### src/logic/ctl_pkg.sv
// constants shared by the control bus peripheral logic
// assumes one system clock; all pin groups sampled on it
package ctl_pkg;
  // link format of a serial slave port
  typedef enum logic [1:0] {
    FMT_I2C    = 2'b00,
    FMT_VENDOR = 2'b01,
    FMT_RAW    = 2'b10
  } link_fmt_t;
  // byte phase inside a frame
  typedef enum logic [1:0] {
    PH_ADDR = 2'b00,
    PH_PTR  = 2'b01,
    PH_DATA = 2'b10,
    PH_IDLE = 2'b11
  } phase_t;
  localparam logic [3:0] LAST_BIT   = 4'h7;   // last data bit of a byte
  localparam logic [3:0] ACK_BIT    = 4'h8;   // ninth clock of an i2c byte
  // positions inside the synchronised pin vector
  localparam int         SY_CTL     = 0;      // control port: sclk, data, sel_n
  localparam int         SY_DIO     = 3;      // ten dedicated pins
  localparam int         SY_IRQ     = 13;     // four interrupt pins
  localparam int         SY_DBG     = 17;     // three debug shared pins
  localparam int         SY_BOOT    = 20;     // boot select pin
  localparam int         SY_W       = 21;
  // roles of the three debug shared pins
  localparam int         DBG_SCLK   = 0;
  localparam int         DBG_DATA   = 1;
  localparam int         DBG_SEL    = 2;
  // pin roles inside the dedicated group
  localparam int         SVC_PIN    = 7;      // service request to the controller
  localparam int         SP0_PIN    = 8;
  localparam int         SP1_PIN    = 9;
  // global timer flag bits
  localparam int         GT_FLAGS   = 4;      // 8, 4, 2 and 1 times fs
  localparam logic [2:0] GT_PH_LAST = 3'h7;   // last 8fs tick of a sample period
  localparam logic [15:0] TIMER_RST = 16'h0000;
  localparam logic [7:0] BYTE_RST   = 8'h00;
  localparam logic [SY_W-1:0] SY_RST = 21'h080004;  // synced pins idle: both selects high
endpackage : ctl_pkg

### src/logic/ser_if.sv
// byte-level connection between a serial slave port and the shared store
// assumes rd_data answers rd_ptr in the same cycle
`timescale 1ns/10ps
interface ser_if #(parameter int PTR_W = 8);
  logic             wr_stb;     // one-cycle store request
  logic [PTR_W-1:0] wr_ptr;     // location to store
  logic [7:0]       wr_data;    // byte to store
  logic [PTR_W-1:0] rd_ptr;     // location to fetch
  logic [7:0]       rd_data;    // fetched byte
  logic             raw_stb;    // one-cycle raw byte to host
  logic [7:0]       raw_data;   // raw byte
  logic             frame_end;  // one-cycle end of frame
  modport port (output wr_stb, wr_ptr, wr_data, rd_ptr, raw_stb, raw_data, frame_end,
                input  rd_data);
  modport core (input  wr_stb, wr_ptr, wr_data, rd_ptr, raw_stb, raw_data, frame_end,
                output rd_data);
endinterface : ser_if

### src/logic/serial_slave.sv
// one serial slave port: i2c, vendor spi or raw spi on three wires
// assumes sclk, sel_n and din are already synchronised to clk_sys
`timescale 1ns/10ps
module serial_slave #(parameter int PTR_W = 8) (
  input  wire logic              clk_sys,
  input  wire logic              rst_n,
  input  wire logic              ce,
  input  wire ctl_pkg::link_fmt_t fmt,
  input  wire logic [6:0]        dev_addr,
  input  wire logic              sclk,
  input  wire logic              sel_n,
  input  wire logic              din,
  output logic                   dout,
  output logic                   dout_oe,
  ser_if.port                    bus
);
  logic             sclk_q, din_q, sel_q;       // previous samples for edges
  logic             active_reg;                 // i2c frame open
  ctl_pkg::phase_t  phase_reg;                  // byte phase
  logic [3:0]       bit_reg;                    // bits taken in this byte
  logic [7:0]       sh_reg, tx_reg;             // receive and send shifters
  logic             rw_reg, hit_reg, ack_reg;   // direction, addressed, ack due
  logic [PTR_W-1:0] ptr_reg;                    // register pointer
  logic             wr_reg, raw_reg, end_reg;
  logic [7:0]       data_reg;
  logic [PTR_W-1:0] wptr_reg;

  // edge and frame decode
  wire is_i2c    = fmt == ctl_pkg::FMT_I2C;
  wire is_raw    = fmt == ctl_pkg::FMT_RAW;
  wire rise      = sclk & ~sclk_q;
  wire fall      = ~sclk & sclk_q;
  wire start_c   = is_i2c & sclk & sclk_q & din_q & ~din;
  wire stop_c    = is_i2c & sclk & sclk_q & ~din_q & din;
  wire spi_start = ~is_i2c & ~sel_n & sel_q;
  wire spi_stop  = ~is_i2c & sel_n & ~sel_q;
  wire in_frame  = is_i2c ? active_reg : ~sel_n;
  wire data_bit  = in_frame & rise & (bit_reg < ctl_pkg::ACK_BIT);
  wire byte_done = data_bit & (bit_reg == ctl_pkg::LAST_BIT);
  wire [7:0] byte_c = {sh_reg[6:0], din};
  wire addr_byte = byte_done & ~is_raw & (phase_reg == ctl_pkg::PH_ADDR);
  wire addr_hit  = byte_c[7:1] == dev_addr;
  wire ptr_byte  = byte_done & ~is_raw & (phase_reg == ctl_pkg::PH_PTR);
  wire wdata     = byte_done & ~is_raw & (phase_reg == ctl_pkg::PH_DATA) & hit_reg & ~rw_reg;
  wire rdata     = byte_done & ~is_raw & (phase_reg == ctl_pkg::PH_DATA) & hit_reg & rw_reg;
  wire load_tx   = (addr_byte & addr_hit & byte_c[0]) | rdata | (byte_done & is_raw);
  wire sending   = is_raw | (hit_reg & rw_reg & (phase_reg == ctl_pkg::PH_DATA));
  wire tx_bit    = tx_reg[~bit_reg[2:0]];

  assign bus.rd_ptr    = ptr_reg;
  assign bus.wr_stb    = wr_reg;
  assign bus.wr_ptr    = wptr_reg;
  assign bus.wr_data   = data_reg;
  assign bus.raw_stb   = raw_reg;
  assign bus.raw_data  = data_reg;
  assign bus.frame_end = end_reg;

  // frame sequencing and byte handling
  always_ff @(posedge clk_sys) begin
    if (!rst_n) begin
      {sclk_q, din_q, sel_q} <= 3'h1;                   // match the synced idle levels
      active_reg <= 1'b0;
      phase_reg  <= ctl_pkg::PH_IDLE;
      bit_reg    <= 4'h0;
      sh_reg     <= ctl_pkg::BYTE_RST;
      tx_reg     <= ctl_pkg::BYTE_RST;
      {rw_reg, hit_reg, ack_reg, wr_reg, raw_reg, end_reg} <= 6'h00;
      data_reg   <= ctl_pkg::BYTE_RST;
      ptr_reg    <= '0;
      wptr_reg   <= '0;
    end else if (ce) begin
      {sclk_q, din_q, sel_q} <= {sclk, din, sel_n};
      wr_reg  <= wdata;                                   // RL4
      raw_reg <= byte_done & is_raw;                      // RL6
      end_reg <= stop_c | spi_stop;
      if (byte_done) data_reg <= byte_c;
      if (wdata) wptr_reg <= ptr_reg;
      if (stop_c) active_reg <= 1'b0;
      if (start_c | spi_start) begin
        // new frame: pointer survives for a later read, except in raw format where it clears to zero
        active_reg <= is_i2c;
        phase_reg  <= ctl_pkg::PH_ADDR;                   // RL3
        bit_reg    <= 4'h0;
        hit_reg    <= 1'b0;
        tx_reg     <= ctl_pkg::BYTE_RST;
        if (is_raw) ptr_reg <= '0;
      end else if (data_bit) begin
        sh_reg  <= byte_c;
        bit_reg <= (byte_done & ~is_i2c) ? 4'h0 : bit_reg + 4'h1;
        if (byte_done) ack_reg <= (addr_byte & addr_hit) | (ptr_byte & hit_reg) | wdata;
        if (addr_byte) begin
          rw_reg    <= byte_c[0];
          hit_reg   <= addr_hit;
          phase_reg <= !addr_hit ? ctl_pkg::PH_IDLE :
                       (byte_c[0] ? ctl_pkg::PH_DATA : ctl_pkg::PH_PTR);
        end
        if (ptr_byte) begin
          ptr_reg   <= byte_c[PTR_W-1:0];                 // RL4
          phase_reg <= ctl_pkg::PH_DATA;
        end
        if (load_tx) tx_reg <= bus.rd_data;               // RL5
        if (load_tx | wdata) ptr_reg <= ptr_reg + 1'b1;   // RL22
      end else if (in_frame & rise) begin
        bit_reg <= 4'h0;                                  // i2c ack clock
      end
    end
  end

  // data line: changed only while the clock is low; never driven outside a frame
  always_ff @(posedge clk_sys) begin
    if (!rst_n) begin
      dout    <= 1'b0;
      dout_oe <= 1'b0;
    end else if (ce) begin
      if (!in_frame | stop_c | spi_stop) begin
        dout_oe <= 1'b0;                                  // RL1
      end else if (fall & is_i2c) begin
        dout    <= 1'b0;
        dout_oe <= (bit_reg == ctl_pkg::ACK_BIT) ? ack_reg : (sending & ~tx_bit);
      end else if (fall) begin
        dout    <= tx_bit;
        dout_oe <= sending;
      end
    end
  end
endmodule : serial_slave

### src/logic/control_bus_peripherals.sv
// control bus peripherals: control port, debug port, mailbox framing,
// global timer, gpio with timer capture and compare outputs
// assumes pins arrive asynchronous; ticks and host signals are on clk_sys
//
// Functional notes
// [RL1] ports only answer the external master
// [RL2] one link format selected per port
// [RL3] frames open with address and direction byte
// [RL4] first written byte sets pointer, rest stored
// [RL5] reads return data at earlier pointer
// [RL6] raw format passes bytes uninterpreted
// [RL7] gpio pin signals service request
// [RL8] debug port interrupt cannot be masked
// [RL9] debug port offers the same formats
// [RL10] pins 18 to 16 shared with debug
// [RL11] mailbox uses pointer then data framing
// [RL12] global flags up to eight times fs
// [RL13] global timer gives fs based interval
// [RL14] ten dedicated host controlled io pins
// [RL15] boot pin selects alternate reset vector; code latches pin_level while it still holds SY_RST, so boot_vector_sel stays 0
// [RL16] pins 15 to 12 raise interrupts
// [RL17] pins 13, 12 capture io timer
// [RL18] pins 11, 10 toggle on compare
// [RL19] io timer runs at 64 fs
// [RL20] pins 9, 8 drivable by processors
// [RL21] io timer wraps freely
// [RL22] pointer advances after each data byte
`timescale 1ns/10ps
module control_bus_peripherals #(parameter int PTR_W = 8) (
  input  wire logic               clk_sys,
  input  wire logic               rst_n,
  input  wire logic               ce,
  input  wire ctl_pkg::link_fmt_t ctl_fmt,
  input  wire ctl_pkg::link_fmt_t dbg_fmt,
  input  wire logic [6:0]         ctl_dev_addr,
  input  wire logic [6:0]         dbg_dev_addr,
  input  wire logic               ctl_sclk_pin,
  input  wire logic               ctl_sel_n_pin,
  input  wire logic               ctl_data_pin_in,
  output logic                    ctl_data_pin_out,
  output logic                    ctl_data_pin_oe,
  input  wire logic               debug_port_en,
  input  wire logic [2:0]         debug_shared_pins_in,
  output logic [2:0]              debug_shared_pins_out,
  output logic [2:0]              debug_shared_pins_oe,
  input  wire logic [2:0]         debug_io_out,
  input  wire logic [2:0]         debug_io_oe,
  input  wire logic [9:0]         dedicated_io_pins_in,
  output logic [9:0]              dedicated_io_pins_out,
  output logic [9:0]              dedicated_io_pins_oe,
  input  wire logic [9:0]         host_io_out,
  input  wire logic [9:0]         host_io_oe,
  input  wire logic               service_req,
  input  wire logic [1:0]         sp_sel,
  input  wire logic               sp0_out,
  input  wire logic               sp0_oe,
  input  wire logic               sp1_out,
  input  wire logic               sp1_oe,
  output logic [ctl_pkg::SY_W-1:0] pin_level,
  input  wire logic [3:0]         interrupt_pins,
  input  wire logic [3:0]         gpio_irq_en,
  input  wire logic [3:0]         gpio_irq_clr,
  output logic [3:0]              gpio_irq,
  input  wire logic               io_tick_64fs,
  output logic [15:0]             io_timer,
  output logic [15:0]             capture0,
  output logic [15:0]             capture1,
  input  wire logic [15:0]        compare0,
  input  wire logic [15:0]        compare1,
  input  wire logic [1:0]         compare_en,
  output logic [1:0]              compare_toggle_pins_out,
  output logic [1:0]              compare_toggle_pins_oe,
  input  wire logic               fs8_tick,
  input  wire logic [7:0]         gt_interval,
  input  wire logic [3:0]         gt_flags_clr,
  output logic [3:0]              gt_flags,
  output logic                    gt_interval_pulse,
  input  wire logic               mbx_valid,
  input  wire logic               mbx_first,
  input  wire logic [7:0]         mbx_byte,
  input  wire logic               host_wr,
  input  wire logic [PTR_W-1:0]   host_addr,
  input  wire logic [7:0]         host_wdata,
  output logic [7:0]              host_rdata,
  output logic                    raw_valid,
  output logic [7:0]              raw_byte,
  output logic                    raw_from_debug,
  output logic                    debug_irq,
  input  wire logic               debug_irq_clr,
  input  wire logic               boot_vector_select_pin,
  output logic                    boot_vector_sel
);
  // refuse pointer widths that the pointer byte cannot fill
  if (PTR_W < 1 || PTR_W > 8) begin : g_bad_ptr
    $error("PTR_W must lie between 1 and 8");
  end

  logic [ctl_pkg::SY_W-1:0] sync1_reg;         // first stage, read only by second
  logic [7:0]       store [2**PTR_W];          // shared pointer-addressed store
  logic [PTR_W-1:0] mbx_ptr_reg;               // mailbox pointer
  logic [3:0]       irq_prev_reg;              // previous interrupt pin levels
  logic [2:0]       gt_ph_reg;                 // 8fs phase in a sample period
  logic [7:0]       gt_cnt_reg;                // sample periods since last pulse
  logic             boot_done_reg;             // boot level already caught

  ser_if #(.PTR_W(PTR_W)) ctl_bus ();
  ser_if #(.PTR_W(PTR_W)) dbg_bus ();

  // synchronised pin views
  wire [ctl_pkg::SY_W-1:0] pin_raw = {boot_vector_select_pin, debug_shared_pins_in,
    interrupt_pins, dedicated_io_pins_in, ctl_sel_n_pin, ctl_data_pin_in, ctl_sclk_pin};
  wire [2:0] ctl_s  = pin_level[ctl_pkg::SY_CTL +: 3];
  wire [2:0] dbg_s  = pin_level[ctl_pkg::SY_DBG +: 3];
  wire [3:0] irq_s  = pin_level[ctl_pkg::SY_IRQ +: 4];
  wire [3:0] irq_up = irq_s & ~irq_prev_reg;
  wire       dbg_sclk  = debug_port_en & dbg_s[ctl_pkg::DBG_SCLK];
  wire       dbg_sel_n = ~debug_port_en | dbg_s[ctl_pkg::DBG_SEL];
  wire       dbg_dout, dbg_doe, ctl_dout, ctl_doe;

  // io timer and compare decode
  wire [15:0] timer_next = io_timer + 16'h0001;                    // RL21
  wire [1:0]  cmp_hit = {timer_next == compare1, timer_next == compare0};
  wire [1:0]  cmp_tog = compare_en & cmp_hit & {2{io_tick_64fs}};  // RL18

  // global timer decode: flag k fires when the low k phase bits are all ones
  wire [3:0] gt_fire;
  wire       fs_period = fs8_tick & (gt_ph_reg == ctl_pkg::GT_PH_LAST);
  wire       gt_due    = fs_period & (gt_interval != 8'h00) &
                         (gt_cnt_reg + 8'h01 >= gt_interval);     // RL13
  genvar k;
  for (k = 0; k < ctl_pkg::GT_FLAGS; k++) begin : g_gt
    wire [2:0] msk = 3'((1 << k) - 1);
    assign gt_fire[k] = fs8_tick & ((gt_ph_reg & msk) == msk);    // RL12
  end

  // store access from ports, mailbox and host
  assign ctl_bus.rd_data = store[ctl_bus.rd_ptr];                 // RL5
  assign dbg_bus.rd_data = store[dbg_bus.rd_ptr];
  wire mbx_wr = mbx_valid & ~mbx_first;                           // RL11

  // control port; format chosen by ctl_fmt alone
  serial_slave #(.PTR_W(PTR_W)) u_ctl (                           // RL2
    .clk_sys  (clk_sys),
    .rst_n    (rst_n),
    .ce       (ce),
    .fmt      (ctl_fmt),
    .dev_addr (ctl_dev_addr),
    .sclk     (ctl_s[0]),
    .sel_n    (ctl_s[2]),
    .din      (ctl_s[1]),
    .dout     (ctl_dout),
    .dout_oe  (ctl_doe),
    .bus      (ctl_bus)
  );

  // debug port; same slave, pins shared with plain io
  serial_slave #(.PTR_W(PTR_W)) u_dbg (                           // RL9
    .clk_sys  (clk_sys),
    .rst_n    (rst_n),
    .ce       (ce),
    .fmt      (dbg_fmt),
    .dev_addr (dbg_dev_addr),
    .sclk     (dbg_sclk),
    .sel_n    (dbg_sel_n),
    .din      (dbg_s[ctl_pkg::DBG_DATA]),
    .dout     (dbg_dout),
    .dout_oe  (dbg_doe),
    .bus      (dbg_bus)
  );

  // two-stage synchroniser on every pin input
  always_ff @(posedge clk_sys) begin
    if (!rst_n) begin
      sync1_reg <= ctl_pkg::SY_RST;  // selects start idle, no false frame
      pin_level <= ctl_pkg::SY_RST;
    end else if (ce) begin
      sync1_reg <= pin_raw;
      pin_level <= sync1_reg;
    end
  end

  // shared store: control beats debug beats mailbox beats host
  always_ff @(posedge clk_sys) begin
    if (ce) begin
      if (ctl_bus.wr_stb) store[ctl_bus.wr_ptr] <= ctl_bus.wr_data;  // RL4
      else if (dbg_bus.wr_stb) store[dbg_bus.wr_ptr] <= dbg_bus.wr_data;
      else if (mbx_wr) store[mbx_ptr_reg] <= mbx_byte;
      else if (host_wr) store[host_addr] <= host_wdata;
    end
  end

  // host readback, raw bytes, mailbox pointer, debug interrupt
  always_ff @(posedge clk_sys) begin
    if (!rst_n) begin
      host_rdata     <= ctl_pkg::BYTE_RST;
      raw_valid      <= 1'b0;
      raw_byte       <= ctl_pkg::BYTE_RST;
      raw_from_debug <= 1'b0;
      mbx_ptr_reg    <= '0;
      debug_irq      <= 1'b0;
    end else if (ce) begin
      host_rdata <= store[host_addr];
      raw_valid  <= ctl_bus.raw_stb | dbg_bus.raw_stb;             // RL6
      raw_from_debug <= ~ctl_bus.raw_stb;
      raw_byte   <= ctl_bus.raw_stb ? ctl_bus.raw_data : dbg_bus.raw_data;
      if (mbx_valid & mbx_first) mbx_ptr_reg <= mbx_byte[PTR_W-1:0];  // RL11
      else if (mbx_wr) mbx_ptr_reg <= mbx_ptr_reg + 1'b1;
      // no mask term: set wins over clear
      if (dbg_bus.frame_end) debug_irq <= 1'b1;                  // RL8
      else if (debug_irq_clr) debug_irq <= 1'b0;
    end
  end

  // pin drivers, all registered
  always_ff @(posedge clk_sys) begin
    if (!rst_n) begin
      ctl_data_pin_out      <= 1'b0;
      ctl_data_pin_oe       <= 1'b0;
      debug_shared_pins_out <= 3'h0;
      debug_shared_pins_oe  <= 3'h0;
      dedicated_io_pins_out <= 10'h000;
      dedicated_io_pins_oe  <= 10'h000;
    end else if (ce) begin
      ctl_data_pin_out <= ctl_dout;
      ctl_data_pin_oe  <= ctl_doe;
      debug_shared_pins_out <= debug_port_en ? {1'b0, dbg_dout, 1'b0} : debug_io_out;  // RL10
      debug_shared_pins_oe  <= debug_port_en ? {1'b0, dbg_doe, 1'b0} : debug_io_oe;
      dedicated_io_pins_out <= host_io_out;                       // RL14
      dedicated_io_pins_oe  <= host_io_oe;
      if (service_req) begin
        dedicated_io_pins_out[ctl_pkg::SVC_PIN] <= 1'b1;          // RL7
        dedicated_io_pins_oe[ctl_pkg::SVC_PIN]  <= 1'b1;
      end
      if (sp_sel[0]) begin
        dedicated_io_pins_out[ctl_pkg::SP0_PIN] <= sp0_out;       // RL20
        dedicated_io_pins_oe[ctl_pkg::SP0_PIN]  <= sp0_oe;
      end
      if (sp_sel[1]) begin
        dedicated_io_pins_out[ctl_pkg::SP1_PIN] <= sp1_out;       // RL20
        dedicated_io_pins_oe[ctl_pkg::SP1_PIN]  <= sp1_oe;
      end
    end
  end

  // io timer, capture, compare toggles, pin interrupts
  always_ff @(posedge clk_sys) begin
    if (!rst_n) begin
      io_timer     <= ctl_pkg::TIMER_RST;
      capture0     <= ctl_pkg::TIMER_RST;
      capture1     <= ctl_pkg::TIMER_RST;
      compare_toggle_pins_out <= 2'h0;
      compare_toggle_pins_oe  <= 2'h0;
      irq_prev_reg <= 4'h0;
      gpio_irq     <= 4'h0;
    end else if (ce) begin
      if (io_tick_64fs) io_timer <= timer_next;                   // RL19
      if (irq_up[0]) capture0 <= io_timer;                        // RL17
      if (irq_up[1]) capture1 <= io_timer;                        // RL17
      compare_toggle_pins_out <= compare_toggle_pins_out ^ cmp_tog;  // RL18
      compare_toggle_pins_oe  <= compare_en;
      irq_prev_reg <= irq_s;
      // sticky per pin; a new enabled edge wins over the clear
      gpio_irq <= (gpio_irq & ~gpio_irq_clr) | (irq_up & gpio_irq_en);  // RL16
    end
  end

  // global timer flags, interval, boot vector capture
  always_ff @(posedge clk_sys) begin
    if (!rst_n) begin
      gt_ph_reg         <= 3'h0;
      gt_cnt_reg        <= 8'h00;
      gt_flags          <= 4'h0;
      gt_interval_pulse <= 1'b0;
      boot_done_reg     <= 1'b0;
      boot_vector_sel   <= 1'b0;
    end else if (ce) begin
      if (fs8_tick) gt_ph_reg <= gt_ph_reg + 3'h1;
      gt_flags <= (gt_flags & ~gt_flags_clr) | gt_fire;           // RL12
      gt_interval_pulse <= gt_due;                                // RL13
      if (gt_due) gt_cnt_reg <= 8'h00;
      else if (fs_period) gt_cnt_reg <= gt_cnt_reg + 8'h01;
      boot_done_reg <= 1'b1;
      if (!boot_done_reg) boot_vector_sel <= pin_level[ctl_pkg::SY_BOOT];  // RL15
    end
  end
endmodule : control_bus_peripherals

### config.mk
export PLATFORM = sky130hd
export DESIGN_NAME = control_bus_peripherals
export DESIGN_NICKNAME = d
export VERILOG_FILES = /design/src/logic/ctl_pkg.sv /design/src/logic/ser_if.sv /design/src/logic/serial_slave.sv /design/src/logic/control_bus_peripherals.sv
export SDC_FILE = /design/constraint.sdc
export NUM_CORES = 2
export LEC_CHECK = 0
export BUFFER_PORTS_ARGS = -buffer_cell sky130_fd_sc_hd__buf_2
export CAP_MARGIN = 30
export CORE_MARGIN = 2
export CORE_UTILIZATION = 35
export CTS_CLUSTER_SIZE = 40
export DETAILED_ROUTE_END_ITERATION = 7
export SYNTH_ARGS = -nofsm -noshare
export SYNTH_HDL_FRONTEND = slang
export SYNTH_SLANG_ARGS = --single-unit
### constraint.sdc
create_clock -name clk_sys -period 16.3 [get_ports clk_sys]
set_input_delay 1.63 -clock clk_sys [delete_from_list [all_inputs] [get_ports clk_sys]]
set_output_delay 1.63 -clock clk_sys [all_outputs]
set_load 0.05 [all_outputs]
* Word level (Yosys, flattened, before mapping)
Memories as Yosys holds them, arrays and structs flattened. A register that Yosys moved wholly into a read port is not among the register bits. Index checks and enable logic that the tools add are counted.
Word-level totals: bits in registers 280, memories kept 1, memory bits (writable) 2048, memory bits (read-only) 0, output and inout port bits 130, input bits 160, logic and storage cells 404, latch bits 0
Memories:
- store | depth 256, width 8, rd ports 3, clocked after memory_dff 3, wr ports 1, RTL line control_bus_peripherals.sv:99 | logic [7:0] store [2**PTR_W];
Cells by class: order comparisons 5, eq/ne operators 18, shift operators 0, add/subtract/negate cells 8, multipliers 0, reductions and logical operators 66, multiplexer cells 110, bitwise logic cells 133, div/mod/pow operators 0
Operators with widths (number):
- $mux W8 | 31
- $and A1 B1 Y1 | 70
- $mux W1 | 55
- $reduce_and A2 Y1 | 18
- $add A8 B1 Y8 const B | 4
- $eq A16 B16 Y1 | 2
- $mux W4 | 8
- $reduce_and A3 Y1 | 10
- $not A1 Y1 | 28
- $reduce_bool A2 Y1 | 13
- $mux W2 | 12
- $reduce_and A4 Y1 | 6
- $reduce_bool A3 Y1 | 8
- $reduce_or A8 Y1 | 3
- $or A1 B1 Y1 | 21
- $add A16 B1 Y16 const B | 1
- $and A4 B4 Y4 | 4
- $eq A7 B7 Y1 | 2
- $not A4 Y4 | 3
- $eq A2 B2 Y1 const B | 5
- $add A4 B1 Y4 const B | 2
- $eq A4 B3 Y1 const B | 2
- $eq A4 B4 Y1 const B | 2
- $ge A8 B8 Y1 | 1
- 15 further kinds | 29

* Longest topological paths before layout
depth in word-level cells 19, gate-level depth with buffers 14, gate-level depth less buffers 10

* Cells and area by module
A second synthesis with hierarchy kept.
Unflattened totals: cell total of the unflattened synthesis 7976, area total of the unflattened synthesis 124361.8 sq um
Modules (own cells, without submodules):
- control_bus_peripherals | times used 1, sequential area each 65002.3 sq um, cells an instance 7298, area each 118553.7 sq um
- serial_slave | times used 2, sequential area each 1141.1 sq um, cells an instance 339, area each 2904.0 sq um

* Worst setup path before layout
OpenSTA, ideal clock, no wires.
kind input-to-reg, from input mbx_valid, to memory store[0][0] (data pin), required time 14113 ps, arrival time 12863 ps, path buffers 2, path slack 1250 ps, setup time 2187 ps, stages 6, path through nor2b_1 nor4b_1 clkbuf_1 buf_1 a21oi_1 o21ai_0
Between the ends: cells in the longest elaborated chain, start to end 9, elaborated cells on any way between the ends 15, classes of those cells mux: 12; bitwise: 1; reduce/logical: 2
RTL lines:
- start, declared | RTL line control_bus_peripherals.sv:78 | input wire logic mbx_valid,
- $and A1 B1 Y1 * | RTL line control_bus_peripherals.sv:139 | wire mbx_wr = mbx_valid & ~mbx_first;
- $mux W1 | RTL line control_bus_peripherals.sv:187 | else if (mbx_wr) store[mbx_ptr_reg] <= mbx_byte;
- $mux W1 | RTL line control_bus_peripherals.sv:186 | else if (dbg_bus.wr_stb) store[dbg_bus.wr_ptr] <= dbg_bus.wr_data;
- $mux W1 | RTL line control_bus_peripherals.sv:185 | if (ctl_bus.wr_stb) store[ctl_bus.wr_ptr] <= ctl_bus.wr_data;
- $mux W1 | RTL line control_bus_peripherals.sv:184 | if (ce) begin
- $mux W1 (implied by the code) | RTL line control_bus_peripherals.sv:187
- $reduce_or A8 Y1 (no source line)
- $mux W8 (no source line)
- $mux W8 (no source line) *
- end, declared | RTL line control_bus_peripherals.sv:99
Mark *: on every way between the ends. The rest lies on a longest branch, timed or not.

==> qor_table.md <==
| Group | Quantity | Value |
|:---|:---|:---|
| synthesis | Post-synthesis instance area | 126000 um^2 |
| worst setup path | Maximum fanout count along the critical path | 51 |
| worst setup path | Largest stage delay on the critical path | 0.82 ns |
| worst hold path | Source of the worst hold timing path | capture1[1] |
| synthesis | Top post-synthesis cells by area | sky130_fd_sc_hd__edfxtp_1, sky130_fd_sc_hd__mux4_2, sky130_fd_sc_hd__dfxtp_1 |
| routing | DRT Pass-1 Iters | 8 |
| clock tree | Buffers inserted during post-CTS setup optimization | 0 |
| worst setup path | Reg2reg end | u_dbg.tx_reg[6] |
| worst setup path | Slowest cell on crit path | sky130_fd_sc_hd__buf_4 |
| sta | Setup WS post-layout | 9.92 ns |
| synthesis | Ys async rst share | 0% |
| synthesis | Unique masters post-synth | 86 |
| pwr | Switching Power | 3200 uW |
| worst hold path | Hold worst-path end | capture1[1] |
| worst setup path | Type of origin of the critical path | input pin |
| synthesis | Area share of the leading cell type in the synthesized netlist | 49.0% |
| sta | RSZ-0062 raised after global routing | false |
| synthesis | Register area share after synthesis | 53.8% |
| worst setup path | Kind of critical path | in2reg |
| routing | Average vias per placed instance | 7.01 |
| synthesis | Cell count after synthesis | 7862 |
| run status | Violated checks | max-slew violations |
| die | Floorplan die area | 363000 um^2 |
| clock tree | CTS hold repair buffers | 0 |
| synthesis | Post-synthesis cell type with the largest combined area | sky130_fd_sc_hd__edfxtp_1 |
| worst setup path | Worst-case register-to-register setup slack | 10.08 ns |
| global routing | Global-route usage over all layers | 29.1% |
| sta | Worst-Margin Slew | 1.58 ns |
| clock tree | Clock input transition at the sequential cells of the worst setup and hold paths | 0.07 ns |
| sta | Part of the cycle the worst path needs | 39.1% |
| pwr | Clock group share of total power | 45.1% |
| die | Area inside the core boundary | 356000 um^2 |
| synthesis | Most common cell in the netlist | sky130_fd_sc_hd__edfxtp_1 |
| cells and area | Max FFs per register | 2048 |
| pwr | Cell Pwr Density | 94.7 nW/um^2 |
| routing | Drt initial violations | 17700 |
| clock tree | CTS max path bufs | 4 |
| worst setup path | Worst Reg2Reg Path Length in Cells | 10 |
| sta | Slew headroom | -5.63% |
| worst hold path | Hold Path Cell Cnt | 2 |
| placement | Setup slack at placement | 9.11 ns |
| global routing | Maximum number of pins on one net before global-route repair | 193 |
| placement | Detail Placement HPWL | 368000 um |
| cells and area | Area Growth Syn to Fin | 12.9% |
| global routing | Global-route wire length before repair | 734000 um |
| synthesis | Main synth FF type | sky130_fd_sc_hd__edfxtp_1 |
| synthesis | Yosys synthesis warning count | 0 |
| worst setup path | Crit-path most repeated cell | sky130_fd_sc_hd__buf_4 |
| worst hold path | Kind of path behind the tightest hold check | reg2reg |
| die | Vertical die dimension | 603 um |
| clock tree | Clock tree from TritonCTS | yes |
| routing | Via Count | 91200 |
| pwr | Switch share | 23.8% |
| die | Ports | 290 |
| routing | Wire length per cell after detailed routing | 41.7 um |
| synthesis | Cell types with the highest counts after synthesis | sky130_fd_sc_hd__edfxtp_1, sky130_fd_sc_hd__mux4_2, sky130_fd_sc_hd__nor2_1 |
| clock tree | Total of cells resized after clock tree synthesis | 0 |
| pwr | Static leakage power | 0.0443 uW |
| pwr | Gate power share | 5.8% |
| worst setup path | Required arrival time at the worst endpoint | 17.16 ns |
| sta | Maximum operating frequency | 0.157 GHz |
| sta | Final Hold Viols | 0 |
| synthesis | EDFF count, synth | 2048 |
| pwr | Register share of total power | 49.1% |
| sta | Clock skew after layout | 0.124 ns |
| die | Width of the chip | 603 um |
| die | Initial core utilization | 35.2% |
| global routing | Vias in the first global route | 84900 |
| synthesis | Synth Area per Inst | 16.0 um^2 |
| sta | Endpoints failing setup | 0 |
| clock tree | Max H-tree Level | 4 |
| routing | Drt total wl | 543000 um |
| sta | Shortest period the worst path allows | 6.38 ns |
| clock tree | Cell at the root of the clock tree | sky130_fd_sc_hd__clkbuf_16 |
| cells and area | Final layout net count | 8189 |
| sta | Slew Limit Fails | 80 |
| run status | Outcome | complete, but fails checks |
| synthesis | Net count after synthesis | 8041 |
| flow run | Max-cap violations | 0 |
| pwr | Internal power of the cells | 10200 uW |
| die | Number of cell rows | 219 |
| synthesis | Seq cells post-synth | 2352 |
| pwr | Highest ir drop seen on vdd | 104 uV |
| placement | IO Port Bufs | 289 |
| sta | Post-route setup TNS | 0 ns |
| global routing | Aggregate global routing overflow | 0 |
| routing | Antenna violation net count after detailed routing | 0 |
| placement | Routability Congestion | 1.04 |
| global routing | Number of antenna violations at the first check in global routing | 65 |
| clock tree | # clock sinks | 2352 |
| clock tree | Clock latency at the later pin of the worst-skew pair | 1.04 ns |
| worst setup path | CP Cell Sequence | buf_8 > buf_4 > buf_4 > buf_4 > buf_4 > mux4_2 > mux2i_1 > o22ai_1 > nor3_1 > nor3_1 > a221o_1 |
| clock tree | CTS buffer count | 245 |
| worst setup path | Critical path capture point type | flop |
| cells and area | Share of final-layout standard cells stronger than drive strength 1 | 32.1% |
| worst setup path | Data arrival, critical path | 7.24 ns |
| routing | Total DRC errors in the routed layout | 0 |
==> worst max-delay path by stage <==
stage,slack (ns),to,startpoint
after floorplan,1.25,store[0][0],mbx_valid
after global placement,9.08,host_rdata[4],host_addr[0]
after detailed placement,9.11,host_rdata[0],host_addr[0]
after CTS,10.08,host_rdata[0],host_addr[0]
after global routing,10.02,host_rdata[2],host_addr[0]
final,9.92,host_rdata[6],host_addr[1]
==> worst max-delay path: cells and delay by family <==
family                 cells  cell delay, ns
buffers and inverters      5            3.07
AND/OR/NAND/NOR            2            0.93
multiplexers               2            0.63
AO/OA/AOI/OAI              2            0.61
==> final cells by class <==
cell class,count,area [um^2]
Antenna cell,47,118
Clock buffer,281,6360
Clock inverter,181,2200
Fill cell,32100,215000
Inverter,48,199
Multi-Input combinational cell,4782,55000
Sequential cell,2352,67600
Tap cell,4751,5940
Timing Repair Buffer,581,4310
==> cells in the final DEF (no fill, tap or decap), drive strengths merged, types with 27 or more instances in the layout <==
cell      Yosys  final
edfxtp     2048   2048
mux4       1516   1516
buf         334    577
nor2        561    561
nand2       497    497
mux2i       485    485
dfxtp       304    304
clkbuf      346    285
a21oi       275    275
o22ai       178    178
o21ai       144    144
a22oi       130    130
o221ai      108    108
clkinv        2     92
nor3         84     84
nand3        83     83
inv          46     69
a211oi       59     59
diode         0     47
a31oi        46     46
xnor2        44     44
nor2b        44     44
bufinv        0     37
xor2         36     36
nor4         33     33
mux2         32     32
and3         31     31
o211ai       31     31
clkinvlp      0     31
a22o         28     28
nand2b       27     27
==> layer usage <==
| metal | vias up | wire length [um] | track usage (%) |
|---|---|---|---|
| met5 | - | 302 | 0.0529 |
| met4 | 44 | 45000 | 19.1 |
| met3 | 1797 | 88100 | 12.6 |
| met2 | 9312 | 225000 | 41.1 |
| met1 | 46700 | 184000 | 36.2 |
| li1 | 33400 | - | - |
==> cells by family after synthesis <==
logic type | after synthesis | synth area share, %
simple gates | 1481 | 5.19
fa+ha+maj | 19 | 0.189
flops | 2352 | 53.8
compound gates | 1167 | 6.24
buf+inv | 728 | 2.56
mux | 2033 | 31.4
xor+xnor | 82 | 0.600
==> power by group through the flow <==
stage	clock (uW)	combinational (uW)	sequential, uW
after floorplan	0	389	6800
after global placement	0	727	6720
after detailed placement	0	744	6720
after CTS	6070	744	6590
after global routing	6300	786	6590
final	6060	777	6590
==> per-stage QoR <==
stage / hold WS, ns / instances / power, uW / area (um^2) / utilization, %
2_1_floorplan: 0.415 / 7862 / 7190 / 126000 / -
3_3_place_gp: 0.431 / 12500 / 7450 / 132000 / 37.1
3_5_place_dp: 0.451 / 12500 / 7460 / 133000 / 37.2
4_1_cts: 0.459 / 13000 / 13400 / 141000 / 39.6
5_1_grt: 0.473 / 13000 / 13700 / 142000 / 39.7
6_report: 0.458 / 13000 / 13400 / 142000 / 39.8
Note: power is estimated with default switching activity, not from simulation.
